$ cat config.mk
export PLATFORM = sky130hd
export DESIGN_NAME = nvp_port
export DESIGN_NICKNAME = d
export VERILOG_FILES = /design/src/nvp_pkg.sv /design/src/nvp_mem.sv /design/src/nvp_port.sv /design/src/nvp_sync.sv
export SDC_FILE = /design/constraint.sdc
export NUM_CORES = 2
export LEC_CHECK = 0
export ABC_CLOCK_PERIOD_IN_PS = 12200
export BUFFER_PORTS_ARGS = -buffer_cell sky130_fd_sc_hd__buf_4
export CAP_MARGIN = 20
export CORE_UTILIZATION = 55
export CTS_BUF_LIST = sky130_fd_sc_hd__clkbuf_2 sky130_fd_sc_hd__clkbuf_4 sky130_fd_sc_hd__clkbuf_8
export DETAILED_ROUTE_END_ITERATION = 10
export PLACE_DENSITY = 0.7
export SETUP_SLACK_MARGIN = 0.05
export SLEW_MARGIN = 20
export SYNTH_ARGS = -nofsm -noshare
export SYNTH_HDL_FRONTEND = slang
export SYNTH_SLANG_ARGS = --single-unit
$ cat constraint.sdc
create_clock -name i_sys_clk -period 12.2 [get_ports i_sys_clk]
set_input_delay 1.83 -clock i_sys_clk [delete_from_list [all_inputs] [get_ports i_sys_clk]]
set_output_delay 1.83 -clock i_sys_clk [all_outputs]
set_load 0.05 [all_outputs]
$ cat src/nvp_pkg.sv
// package of constants for the serial nonvolatile programming port
// assumes a 100 MHz system clock; no other dependency
`default_nettype none
package nvp_pkg;

	// ----------------------------------------
	// serial framing
	// ----------------------------------------
	localparam int CMD_BITS = 4;
	localparam int OPERAND_BITS = 16;
	localparam int FRAME_BITS = CMD_BITS + OPERAND_BITS;
	localparam int FETCH_CLOCKS = 8;
	localparam logic [4:0] LAST_CMD_EDGE = 5'h03;
	localparam logic [4:0] TURN_EDGE = 5'h0B;
	localparam logic [4:0] LAST_FRAME_EDGE = 5'h13;

	// ----------------------------------------
	// four-bit commands
	// ----------------------------------------
	localparam logic [3:0] CMD_CORE = 4'h0;
	localparam logic [3:0] CMD_SHIFT_HOLD = 4'h2;
	localparam logic [3:0] CMD_TBL_READ = 4'h9;
	localparam logic [3:0] CMD_TBL_WR_GO = 4'hF;

	// ----------------------------------------
	// core instruction subset
	// ----------------------------------------
	localparam logic [7:0] OP_MOVLW = 8'h0E;
	localparam logic [7:0] OP_MOVWF = 8'h6E;
	localparam logic [3:0] OP_BSF = 4'h8;
	localparam logic [3:0] OP_BCF = 4'h9;
	localparam logic [5:0] OP_MOVF = 6'h14;

	// ----------------------------------------
	// special register addresses
	// ----------------------------------------
	localparam logic [7:0] SFR_CTRL = 8'hA6;
	localparam logic [7:0] SFR_NV_DATA = 8'hA8;
	localparam logic [7:0] SFR_NV_PTR_LO = 8'hA9;
	localparam logic [7:0] SFR_NV_PTR_HI = 8'hAA;
	localparam logic [7:0] SFR_HOLD = 8'hF5;
	localparam logic [7:0] SFR_TP_LO = 8'hF6;
	localparam logic [7:0] SFR_TP_HI = 8'hF7;
	localparam logic [7:0] SFR_TP_UP = 8'hF8;

	// ----------------------------------------
	// memory_access_control fields
	// ----------------------------------------
	localparam int CTRL_FLASH_SEL = 7;
	localparam int CTRL_CFG_SEL = 6;
	localparam int CTRL_PROG_EN = 2;
	localparam int CTRL_GO = 1;
	localparam int CTRL_READ = 0;
	localparam logic [7:0] CTRL_RESET = 8'h00;
	localparam logic [7:0] LATCH_RESET = 8'h00;

	// ----------------------------------------
	// address space
	// ----------------------------------------
	localparam int ADDR_BITS = 22;
	localparam logic [21:0] CFG_BASE = 22'h30_0000;
	localparam int CFG_BYTES = 16;
	localparam logic [3:0] CFG_PROT_INDEX = 4'hB;
	localparam int CFG_PROT_BIT = 5;
	localparam logic [7:0] CFG_RESET = 8'hFF;
	localparam logic [7:0] BLANK_BYTE = 8'hFF;
	localparam logic [21:0] DEVID_LO_ADDR = 22'h3F_FFFE;
	localparam logic [21:0] DEVID_HI_ADDR = 22'h3F_FFFF;

	// ----------------------------------------
	// timing
	// ----------------------------------------
	localparam logic [4:0] EE_START_EDGE = 5'h18;
	localparam int CLK_PERIOD_NS = 10;
	localparam int EE_WRITE_TIME_NS = 4000000;
	localparam int EE_WRITE_CYCLES = EE_WRITE_TIME_NS / CLK_PERIOD_NS;

	typedef enum logic [2:0] {
		EE_IDLE = 3'b000,
		EE_WAIT = 3'b001,
		EE_ERASE = 3'b011,
		EE_STORE = 3'b010,
		EE_BUSY = 3'b110
	} nvp_ee_state_t;

endpackage : nvp_pkg
`default_nettype wire

$ cat src/nvp_mem.sv
// single-port byte memory, registered read data
// assumes one access per cycle from the owning block
`timescale 1ns/1ps
`default_nettype none
module nvp_mem #(
	parameter int DEPTH = 256,
	parameter int AW = 8
) (
	input wire logic i_sys_clk,
	input wire logic i_en,
	input wire logic i_we,
	input wire logic [AW-1:0] i_addr,
	input wire logic [7:0] i_wdata,
	output logic [7:0] o_rdata
);
	logic [7:0] mem [DEPTH];

	always_ff @(posedge i_sys_clk) begin
		if (i_en) begin
			if (i_we) begin
				mem[i_addr] <= i_wdata;
			end else begin
				o_rdata <= mem[i_addr];
			end
		end
	end
endmodule : nvp_mem
`default_nettype wire

$ cat src/nvp_port.sv
// serial programming port: command engine, pointers, data eeprom and configuration bytes
// assumes an external programmer drives prog_clock and prog_data_line, one bit per clock
//
// How it works
// - a data eeprom byte write erases the byte, then stores the new value
// - program enable must be set first; every write is refused while clear
// - programmer starts an eeprom write by setting the go bit
// - write starts on 24th falling clock after go; go clears when done
// - configuration written a byte at a time by command 1111
// - even address takes low operand byte, odd address the high byte
// - configuration writes never advance the pointer
// - once configuration protect bit is zero, configuration writes are blocked
// - command 1001 fetches the table byte and drives it out serially
// - command bits arrive least significant bit first
// - fetch on the last command falling edge, shift out over last eight
// - data line turns to output after the eighth operand falling edge
// - each table read advances the table pointer by one
// - table reads reach the whole 22-bit address space
// - read start loads the data latch from eeprom for shift-out by 0010
// - command 0010 sends the holding latch in the high operand byte
// - command 0000 executes its operand as a core instruction
`timescale 1ns/1ps
`default_nettype none
module nvp_port #(
	parameter int EE_DEPTH = 256,
	parameter int EE_AW = 8,
	parameter int EE_WRITE_CYCLES = nvp_pkg::EE_WRITE_CYCLES,
	parameter logic [15:0] DEV_ID = 16'h0000 // arbitrary value
) (
	input wire logic i_sys_clk,
	input wire logic i_rstn,
	input wire logic i_prog_clock,
	input wire logic i_prog_data,
	output logic o_prog_data,
	output logic o_prog_data_oe_n,
	output logic o_ee_busy
);
	// ----------------------------------------
	// pin sampling
	// ----------------------------------------
	logic clk_lvl;
	logic din;
	logic clk_prev;
	logic fall;

	nvp_sync u_sync_clk (
		.i_sys_clk(i_sys_clk),
		.i_rstn(i_rstn),
		.i_pin(i_prog_clock),
		.o_level(clk_lvl)
	);
	nvp_sync u_sync_dat (
		.i_sys_clk(i_sys_clk),
		.i_rstn(i_rstn),
		.i_pin(i_prog_data),
		.o_level(din)
	);

	always_ff @(posedge i_sys_clk) begin
		if (!i_rstn) begin
			clk_prev <= 1'b0;
		end else begin
			clk_prev <= clk_lvl;
		end
	end
	assign fall = clk_prev & ~clk_lvl;

	// ----------------------------------------
	// frame shifter
	// ----------------------------------------
	logic [4:0] bit_cnt;
	logic [3:0] cmd;
	logic [15:0] opnd;
	logic [3:0] cmd_now;
	logic [15:0] opnd_full;
	logic cmd_edge;
	logic done;

	assign cmd_now = {din, cmd[2:0]};
	assign opnd_full = {din, opnd[14:0]};
	assign cmd_edge = fall && (bit_cnt == nvp_pkg::LAST_CMD_EDGE);
	assign done = fall && (bit_cnt == nvp_pkg::LAST_FRAME_EDGE);

	always_ff @(posedge i_sys_clk) begin
		if (!i_rstn) begin
			bit_cnt <= 5'h00;
			cmd <= 4'h0;
			opnd <= 16'h0000;
		end else if (fall) begin
			if (bit_cnt < 5'(nvp_pkg::CMD_BITS)) begin
				cmd[bit_cnt[1:0]] <= din;
			end else begin
				opnd[4'(bit_cnt - 5'(nvp_pkg::CMD_BITS))] <= din;
			end
			bit_cnt <= done ? 5'h00 : bit_cnt + 5'h01;
		end
	end

	// ----------------------------------------
	// registers reached by core instructions
	// ----------------------------------------
	logic [7:0] ctrl;
	logic [7:0] w_reg;
	logic [7:0] nv_ptr_lo;
	logic [7:0] nv_ptr_hi;
	logic [7:0] nv_data;
	logic [7:0] hold;
	logic [5:0] tp_up;
	logic [7:0] tp_hi;
	logic [7:0] tp_lo;
	logic [21:0] tp;
	logic [7:0] cfg_mem [nvp_pkg::CFG_BYTES];

	logic core;
	logic [7:0] op;
	logic [7:0] fa;
	logic [7:0] sfr_rd;
	logic [7:0] bit_mask;
	logic sfr_we;
	logic [7:0] sfr_wdata;

	assign tp = {tp_up, tp_hi, tp_lo};
	assign core = done && (cmd == nvp_pkg::CMD_CORE);
	assign op = opnd_full[15:8];
	assign fa = opnd_full[7:0];
	assign bit_mask = 8'h01 << op[3:1];

	always_comb begin
		if (fa == nvp_pkg::SFR_CTRL) begin
			sfr_rd = ctrl;
		end else if (fa == nvp_pkg::SFR_NV_DATA) begin
			sfr_rd = nv_data;
		end else if (fa == nvp_pkg::SFR_NV_PTR_LO) begin
			sfr_rd = nv_ptr_lo;
		end else if (fa == nvp_pkg::SFR_NV_PTR_HI) begin
			sfr_rd = nv_ptr_hi;
		end else if (fa == nvp_pkg::SFR_HOLD) begin
			sfr_rd = hold;
		end else if (fa == nvp_pkg::SFR_TP_LO) begin
			sfr_rd = tp_lo;
		end else if (fa == nvp_pkg::SFR_TP_HI) begin
			sfr_rd = tp_hi;
		end else if (fa == nvp_pkg::SFR_TP_UP) begin
			sfr_rd = {2'b00, tp_up};
		end else begin
			sfr_rd = 8'h00;
		end
	end

	// decode of the executed instruction
	always_comb begin
		sfr_we = 1'b0;
		sfr_wdata = w_reg;
		if (core) begin
			if (op == nvp_pkg::OP_MOVWF) begin
				sfr_we = 1'b1;
			end else if (op[7:4] == nvp_pkg::OP_BSF) begin
				sfr_we = 1'b1;
				sfr_wdata = sfr_rd | bit_mask;
			end else if (op[7:4] == nvp_pkg::OP_BCF) begin
				sfr_we = 1'b1;
				sfr_wdata = sfr_rd & ~bit_mask;
			end
		end
	end

	function automatic logic sfr_hit(input logic we, input logic [7:0] a, input logic [7:0] r);
		sfr_hit = we && (a == r);
	endfunction : sfr_hit

	function automatic logic is_cfg(input logic [21:0] a);
		is_cfg = (a[21:4] == nvp_pkg::CFG_BASE[21:4]);
	endfunction : is_cfg

	always_ff @(posedge i_sys_clk) begin
		if (!i_rstn) begin
			w_reg <= nvp_pkg::LATCH_RESET;
		end else if (core && op == nvp_pkg::OP_MOVLW) begin
			w_reg <= fa;
		end else if (core && op[7:2] == nvp_pkg::OP_MOVF) begin
			w_reg <= sfr_rd;
		end
	end

	always_ff @(posedge i_sys_clk) begin
		if (!i_rstn) begin
			nv_ptr_lo <= nvp_pkg::LATCH_RESET;
			nv_ptr_hi <= nvp_pkg::LATCH_RESET;
			hold <= nvp_pkg::LATCH_RESET;
		end else begin
			if (sfr_hit(sfr_we, fa, nvp_pkg::SFR_NV_PTR_LO)) begin
				nv_ptr_lo <= sfr_wdata;
			end
			if (sfr_hit(sfr_we, fa, nvp_pkg::SFR_NV_PTR_HI)) begin
				nv_ptr_hi <= sfr_wdata;
			end
			if (sfr_hit(sfr_we, fa, nvp_pkg::SFR_HOLD)) begin
				hold <= sfr_wdata;
			end
		end
	end

	// table pointer: loaded by core, advanced by each table read
	always_ff @(posedge i_sys_clk) begin
		if (!i_rstn) begin
			{tp_up, tp_hi, tp_lo} <= 22'h00_0000;
		end else if (done && cmd == nvp_pkg::CMD_TBL_READ) begin
			{tp_up, tp_hi, tp_lo} <= tp + 22'h00_0001;
		end else begin
			if (sfr_hit(sfr_we, fa, nvp_pkg::SFR_TP_LO)) begin
				tp_lo <= sfr_wdata;
			end
			if (sfr_hit(sfr_we, fa, nvp_pkg::SFR_TP_HI)) begin
				tp_hi <= sfr_wdata;
			end
			if (sfr_hit(sfr_we, fa, nvp_pkg::SFR_TP_UP)) begin
				tp_up <= sfr_wdata[5:0];
			end
		end
	end

	// ----------------------------------------
	// configuration bytes
	// ----------------------------------------
	logic cfg_wr;
	logic cfg_locked;

	assign cfg_locked = !cfg_mem[nvp_pkg::CFG_PROT_INDEX][nvp_pkg::CFG_PROT_BIT];
	assign cfg_wr = done && (cmd == nvp_pkg::CMD_TBL_WR_GO)
		&& ctrl[nvp_pkg::CTRL_FLASH_SEL] && ctrl[nvp_pkg::CTRL_CFG_SEL]
		&& ctrl[nvp_pkg::CTRL_PROG_EN]
		&& is_cfg(tp) && !cfg_locked;

	// pointer is left alone here, so each byte needs a fresh address
	always_ff @(posedge i_sys_clk) begin
		if (!i_rstn) begin
			for (int i = 0; i < nvp_pkg::CFG_BYTES; i++) begin
				cfg_mem[i] <= nvp_pkg::CFG_RESET;
			end
		end else if (cfg_wr) begin
			cfg_mem[tp[3:0]] <= tp[0] ? opnd_full[15:8] : opnd_full[7:0];
		end
	end

	// ----------------------------------------
	// table lookup and serial output
	// ----------------------------------------
	logic [7:0] tbl_data;
	logic [7:0] shift;

	// code space is not stored here, so it reads as erased
	always_comb begin
		if (is_cfg(tp)) begin
			tbl_data = cfg_mem[tp[3:0]];
		end else if (tp == nvp_pkg::DEVID_LO_ADDR) begin
			tbl_data = DEV_ID[7:0];
		end else if (tp == nvp_pkg::DEVID_HI_ADDR) begin
			tbl_data = DEV_ID[15:8];
		end else begin
			tbl_data = nvp_pkg::BLANK_BYTE;
		end
	end

	logic out_cmd;
	assign out_cmd = (cmd == nvp_pkg::CMD_TBL_READ) || (cmd == nvp_pkg::CMD_SHIFT_HOLD);

	always_ff @(posedge i_sys_clk) begin
		if (!i_rstn) begin
			shift <= 8'h00;
		end else if (cmd_edge) begin
			shift <= (cmd_now == nvp_pkg::CMD_TBL_READ) ? tbl_data : hold;
		end else if (fall && out_cmd && bit_cnt > nvp_pkg::TURN_EDGE) begin
			shift <= {1'b0, shift[7:1]};
		end
	end

	// turn the line round after the eighth operand falling edge
	always_ff @(posedge i_sys_clk) begin
		if (!i_rstn) begin
			o_prog_data_oe_n <= 1'b1;
			o_prog_data <= 1'b0;
		end else begin
			if (fall && out_cmd && bit_cnt == nvp_pkg::TURN_EDGE) begin
				o_prog_data_oe_n <= 1'b0;
			end else if (done) begin
				o_prog_data_oe_n <= 1'b1;
			end
			o_prog_data <= shift[0];
		end
	end

	// ----------------------------------------
	// data eeprom
	// ----------------------------------------
	nvp_pkg::nvp_ee_state_t ee_state;
	logic [4:0] edge_cnt;
	logic [31:0] busy_cnt;
	logic ee_done;
	logic ee_refuse;
	logic ee_space;
	logic rd_issue;
	logic rd_pend;
	logic mem_en;
	logic mem_we;
	logic [7:0] mem_wdata;
	logic [7:0] mem_rdata;

	assign ee_space = !ctrl[nvp_pkg::CTRL_FLASH_SEL] && !ctrl[nvp_pkg::CTRL_CFG_SEL];
	// only data eeprom writes are carried out; any other go is dropped
	assign ee_refuse = (ee_state == nvp_pkg::EE_IDLE) && ctrl[nvp_pkg::CTRL_GO]
		&& !(ctrl[nvp_pkg::CTRL_PROG_EN] && ee_space);
	assign rd_issue = ctrl[nvp_pkg::CTRL_READ] && (ee_state == nvp_pkg::EE_IDLE);
	assign ee_done = (ee_state == nvp_pkg::EE_BUSY) && (busy_cnt == 32'(EE_WRITE_CYCLES - 1));

	always_ff @(posedge i_sys_clk) begin
		if (!i_rstn) begin
			ee_state <= nvp_pkg::EE_IDLE;
			edge_cnt <= 5'h00;
			busy_cnt <= 32'h0000_0000;
		end else begin
			case (ee_state)
				nvp_pkg::EE_IDLE: begin
					edge_cnt <= 5'h00;
					if (ctrl[nvp_pkg::CTRL_GO] && !ee_refuse) begin
						ee_state <= nvp_pkg::EE_WAIT;
					end
				end
				nvp_pkg::EE_WAIT: begin
					if (fall) begin
						edge_cnt <= edge_cnt + 5'h01;
						if (edge_cnt == nvp_pkg::EE_START_EDGE - 5'h01) begin
							ee_state <= nvp_pkg::EE_ERASE;
						end
					end
				end
				nvp_pkg::EE_ERASE: begin
					ee_state <= nvp_pkg::EE_STORE;
				end
				nvp_pkg::EE_STORE: begin
					busy_cnt <= 32'h0000_0000;
					ee_state <= nvp_pkg::EE_BUSY;
				end
				nvp_pkg::EE_BUSY: begin
					busy_cnt <= busy_cnt + 32'h0000_0001;
					if (ee_done) begin
						ee_state <= nvp_pkg::EE_IDLE;
					end
				end
				default: begin
					ee_state <= nvp_pkg::EE_IDLE;
				end
			endcase
		end
	end

	assign o_ee_busy = (ee_state != nvp_pkg::EE_IDLE);

	always_comb begin
		mem_en = 1'b0;
		mem_we = 1'b0;
		mem_wdata = nvp_pkg::BLANK_BYTE;
		if (ee_state == nvp_pkg::EE_ERASE) begin
			mem_en = 1'b1;
			mem_we = 1'b1;
		end else if (ee_state == nvp_pkg::EE_STORE) begin
			mem_en = 1'b1;
			mem_we = 1'b1;
			mem_wdata = nv_data;
		end else if (rd_issue && ee_space) begin
			mem_en = 1'b1;
		end
	end

	nvp_mem #(
		.DEPTH(EE_DEPTH),
		.AW(EE_AW)
	) u_ee_mem (
		.i_sys_clk(i_sys_clk),
		.i_en(mem_en),
		.i_we(mem_we),
		.i_addr(EE_AW'({nv_ptr_hi, nv_ptr_lo})),
		.i_wdata(mem_wdata),
		.o_rdata(mem_rdata)
	);

	always_ff @(posedge i_sys_clk) begin
		if (!i_rstn) begin
			rd_pend <= 1'b0;
			nv_data <= nvp_pkg::LATCH_RESET;
		end else begin
			rd_pend <= rd_issue && ee_space;
			if (rd_pend) begin
				nv_data <= mem_rdata;
			end else if (sfr_hit(sfr_we, fa, nvp_pkg::SFR_NV_DATA)) begin
				nv_data <= sfr_wdata;
			end
		end
	end

	// a core write carries a stale copy of go and read; it must not undo the hardware clear
	always_ff @(posedge i_sys_clk) begin
		if (!i_rstn) begin
			ctrl <= nvp_pkg::CTRL_RESET;
		end else if (sfr_hit(sfr_we, fa, nvp_pkg::SFR_CTRL)) begin
			ctrl <= sfr_wdata;
			ctrl[nvp_pkg::CTRL_GO] <= sfr_wdata[nvp_pkg::CTRL_GO] && !(ee_done || ee_refuse);
			ctrl[nvp_pkg::CTRL_READ] <= sfr_wdata[nvp_pkg::CTRL_READ] && !rd_issue;
		end else begin
			if (ee_done || ee_refuse) begin
				ctrl[nvp_pkg::CTRL_GO] <= 1'b0;
			end
			if (rd_issue) begin
				ctrl[nvp_pkg::CTRL_READ] <= 1'b0;
			end
		end
	end

endmodule : nvp_port
`default_nettype wire

$ cat src/nvp_sync.sv
// three-stage synchroniser for one pin input
// assumes the input is asynchronous to i_sys_clk
`timescale 1ns/1ps
`default_nettype none
module nvp_sync (
	input wire logic i_sys_clk,
	input wire logic i_rstn,
	input wire logic i_pin,
	output logic o_level
);
	logic s1;
	logic s2;
	logic s3;

	// first stage feeds only the second
	always_ff @(posedge i_sys_clk) begin
		if (!i_rstn) begin
			s1 <= 1'b0;
			s2 <= 1'b0;
			s3 <= 1'b0;
		end else begin
			s1 <= i_pin;
			s2 <= s1;
			s3 <= s2;
		end
	end

	// change counts once stages two and three agree
	always_ff @(posedge i_sys_clk) begin
		if (!i_rstn) begin
			o_level <= 1'b0;
		end else if (s2 == s3) begin
			o_level <= s3;
		end
	end
endmodule : nvp_sync
`default_nettype wire

==> flow_summary_export.csv <==
group,metric,value,unit
placement,dp.cells,6890,
hold_path,min_path_type,"reg -> reg",
finish,largest_reg_flops,2048,
timing,maxSlewHeadroom,18.44,%
synth,synth_top_family_by_area,"multiplexers",
clock_network,ctsHoldBuffers,0,
finish,postLayoutCoreUtil,61.11,%
synth,synthXorXnorAreaFrac,0.3091,%
floorplan,initial_core_util,55.67,%
pwr,finalPower,15.54,mW
floorplan,core_region_area,0.1680,mm²
grt,grt_pass1_vias,49067,
run_status,outcome,"completed",
timing,rsz0062_at_grt,"false",
clock_network,clk_latency,1070,ps
finish,layout-drive-gt1-share,25.26,%
pwr,power_density,151.4,mW/mm²
clock_network,postCtsResizedCells,0,
drt,ant_nets,0,
finish,top_regs,"u_ee_mem.mem x2048, cfg_mem x128, busy_cnt x32",
timing,whs,435.5,ps
setup_path,start_kind,"register",
synth,synth_fp_nets,4900,
timing,worstMarginPinSlew,1215,ps
grt,grt_max_degree,221,
timing,timing.fmax,193.3,MHz
synth,yosysSeqAreaShare,73.51,%
grt,grtUsageMet3,6.971,%
timing,fin_crit_sh,42.40,%
clock_network,clk_pin_slew,60,ps
finish,instances_no_fill,7538,
clock_network,cts_setup_buffers,0,
synth,synth_common_cells,"edfxtp_1 (2184), mux4_2 (616), nor2_1 (393)",
grt,grtUsageTotal,27.19,%
grt,grt-ovfl-total,0,
drt,routed_wl,233200,µm
setup_path,worst-path-stages,8,
floorplan,rows,150,
synth,synth_area,0.09352,mm²
grt,grtUsageMet2,40.98,%
setup_path,cp_cell_sequence,"buf_4 -> buf_12 -> mux4_2 -> mux2i_1 -> nor3_1 -> nor3_1 -> and4_1 -> o2111ai_1",
setup_path,worst_ep_required_time,12960,ps
placement,placed_cell_area,0.09560,mm²
grt,antenna_found_initial,4,
timing,post-route-min-period,5173,ps
clock_network,clockBufferDepth,4,
timing,post-route-worst-setup-slack,7027,ps
synth,yosys-top-cells-area,"edfxtp_1 (70%), mux4_2 (15%), dfxtp_1 (3.4%)",
drt,drtIter0Drc,6298,
clock_network,ctsHtreeMaxLevel,5,
synth,yosysMostFrequentCell,"edfxtp_1",
synth,yosys.area.top_type,"edfxtp_1",
synth,synthDistinctLibCells,89,
setup_path,endpoint_kind,"register",
timing,slew_viol_final,0,
finish,finalNetCount,5088,
placement,dp_slack,6973,ps
timing,fin_setup_tns,0,ps
timing,setup_viol,0,
grt,grt_use_met1,38.24,%
setup_path,path_class,"reg -> reg",
drt,drc_errors,0,
setup_path,path_max_fanout,88,
synth,async_flop_share,0,%
synth,postSynthAreaPerCell,19.14,µm²
synth,synth_mux_area_share,16.11,%
finish,area_delta_synth_final,9.773,%
drt,vias,49247,
placement,hpwl,138900,µm
synth,synthAdderAreaFrac,0.1338,%
pwr,ir_drop,0.0001283,V
grt,grt_pass1_wl,338500,µm
setup_path,slowest_stage,"dfxtp_4",
synth,synth-main-ff-cell,"edfxtp_1",
setup_path,cpLargestDelayFamily,"buffers and inverters",
placement,numPortBuffers,6,
clock_network,cts_root_buffer,"clkbuf_8",
floorplan,io_pins,7,
timing,final.setup_skew,106.8,ps
synth,ys_ff_latch,2342,
clock_network,clock-sinks,2342,
drt,drt_pre_antenna_iters,8,
setup_path,slowest_delay,980,ps
setup_path,cp.buffers_inverters,2,
timing,finalHoldViolations,0,
finish,regMostFlops,"u_ee_mem.mem",
pwr,p_leak,30.22,nW
synth,synth_compound_area_share,2.891,%
setup_path,r2r_cells,8,
floorplan,die-width,414.3,µm
floorplan,die_h,414.3,µm
hold_path,whs_path_depth,1,
synth,synthSimpleGateAreaFrac,5.245,%
finish,stdcell_area,0.1027,mm²
synth,synth_edf_count,2184,
placement,place_congestion,0.9389,
clock_network,cts_made_buffers,384,
floorplan,die_area,0.1717,mm²
clock_network,cts_tree,"done",
job,maxCapViolations,0,
synth,yosysWarnings,0,
grt,top_usage_layer,"met2",
setup_path,cpMostUsedCell,"nor3_1",
setup_path,arrival,5930,ps
synth,postSynthCellCount,4886,
drt,detail_route.wl_per_cell,30.93,µm
drt,via_per_inst,6.533,
synth,synth_top_area_share,70.13,%
cell type report:
type,count,area (µm²)
flip-flops and latches,2342,68760
clock inverters,126,613.1
fillers,11741,65320
multi-input cells,2229,23200
inverters,15,56.30
repair buffers,102,909.6
diodes,2,5.005
clock buffers,518,6347
well taps,2204,2758
power breakdown:
part / switching, mW / internal [mW]
Sequential: 0.0100 / 8.88
Combinational: 0.225 / 0.0308
Clock: 2.99 / 3.40
Total: 3.23 / 12.3
per-layer routing:
| metal | vias to the layer above | share of wire, % |
|---|---|---|
| met2 | 2744 | 46 |
| li1 | 20365 | - |
| met3 | 565 | 10 |
| met1 | 25571 | 39 |
| met4 | 2 | 4.1 |
| met5 | - | 0.0047 |
kinds of logic (layout without fill, tap and decap cells):
logic type	Yosys count	after routing
AO/OA/AOI/OAI	411	411
XOR/XNOR	33	33
adder cells (fa/ha/maj)	10	10
buffers and inverters	315	761
flip-flops	2342	2342
multiplexers	734	734
other	0	2
AND/OR/NAND/NOR	1041	1041
worst register-to-register path: stages (launching register included):
cell       delay, ps
dfxtp_4          980
buf_4            730
buf_12           650
mux4_2           710
mux2i_1          400
nor3_1           140
nor3_1           850
and4_1           330
o2111ai_1        110
placed cells by master, fill, tap and decap left out, types with 10 or more instances in the layout:
cell	Yosys	final
mux2i_1	111	111
inv_1	14	13
o221ai_1	10	10
nor2_1	393	382
nand3b_1	10	10
or3_1	21	13
nand4_1	44	44
and3_1	19	19
clkinv_1	0	88
nand3_1	70	70
ha_1	10	10
nand2b_1	35	35
a22o_1	11	11
o21ai_0	79	68
a221oi_1	10	10
nand2_1	265	263
xor2_1	23	23
edfxtp_1	2184	2184
dfxtp_1	158	152
clkbuf_8	0	393
nor4_1	21	21
buf_4	17	89
clkbuf_4	0	125
a21oi_1	109	109
o32ai_1	13	13
clkinv_2	0	29
o22ai_1	39	39
a31oi_1	12	12
a211oi_1	19	19
and2_1	14	14
nor3_1	50	49
mux4_2	616	616
o21ai_1	3	12
a22oi_1	28	28
nor2b_1	39	38
xnor2_1	10	10
o211ai_1	12	12
path summary, 6_finish.rpt:
check             slack [ps]                  end          from
setup / recovery        7030  u_ee_mem.o_rdata[2]  nv_ptr_lo[0]
hold / removal           440          o_prog_data      shift[0]
setup reg to reg        7030  u_ee_mem.o_rdata[2]  nv_ptr_lo[0]
hold reg to reg          440          o_prog_data      shift[0]
No activity file was read; power rests on OpenSTA's default activity.
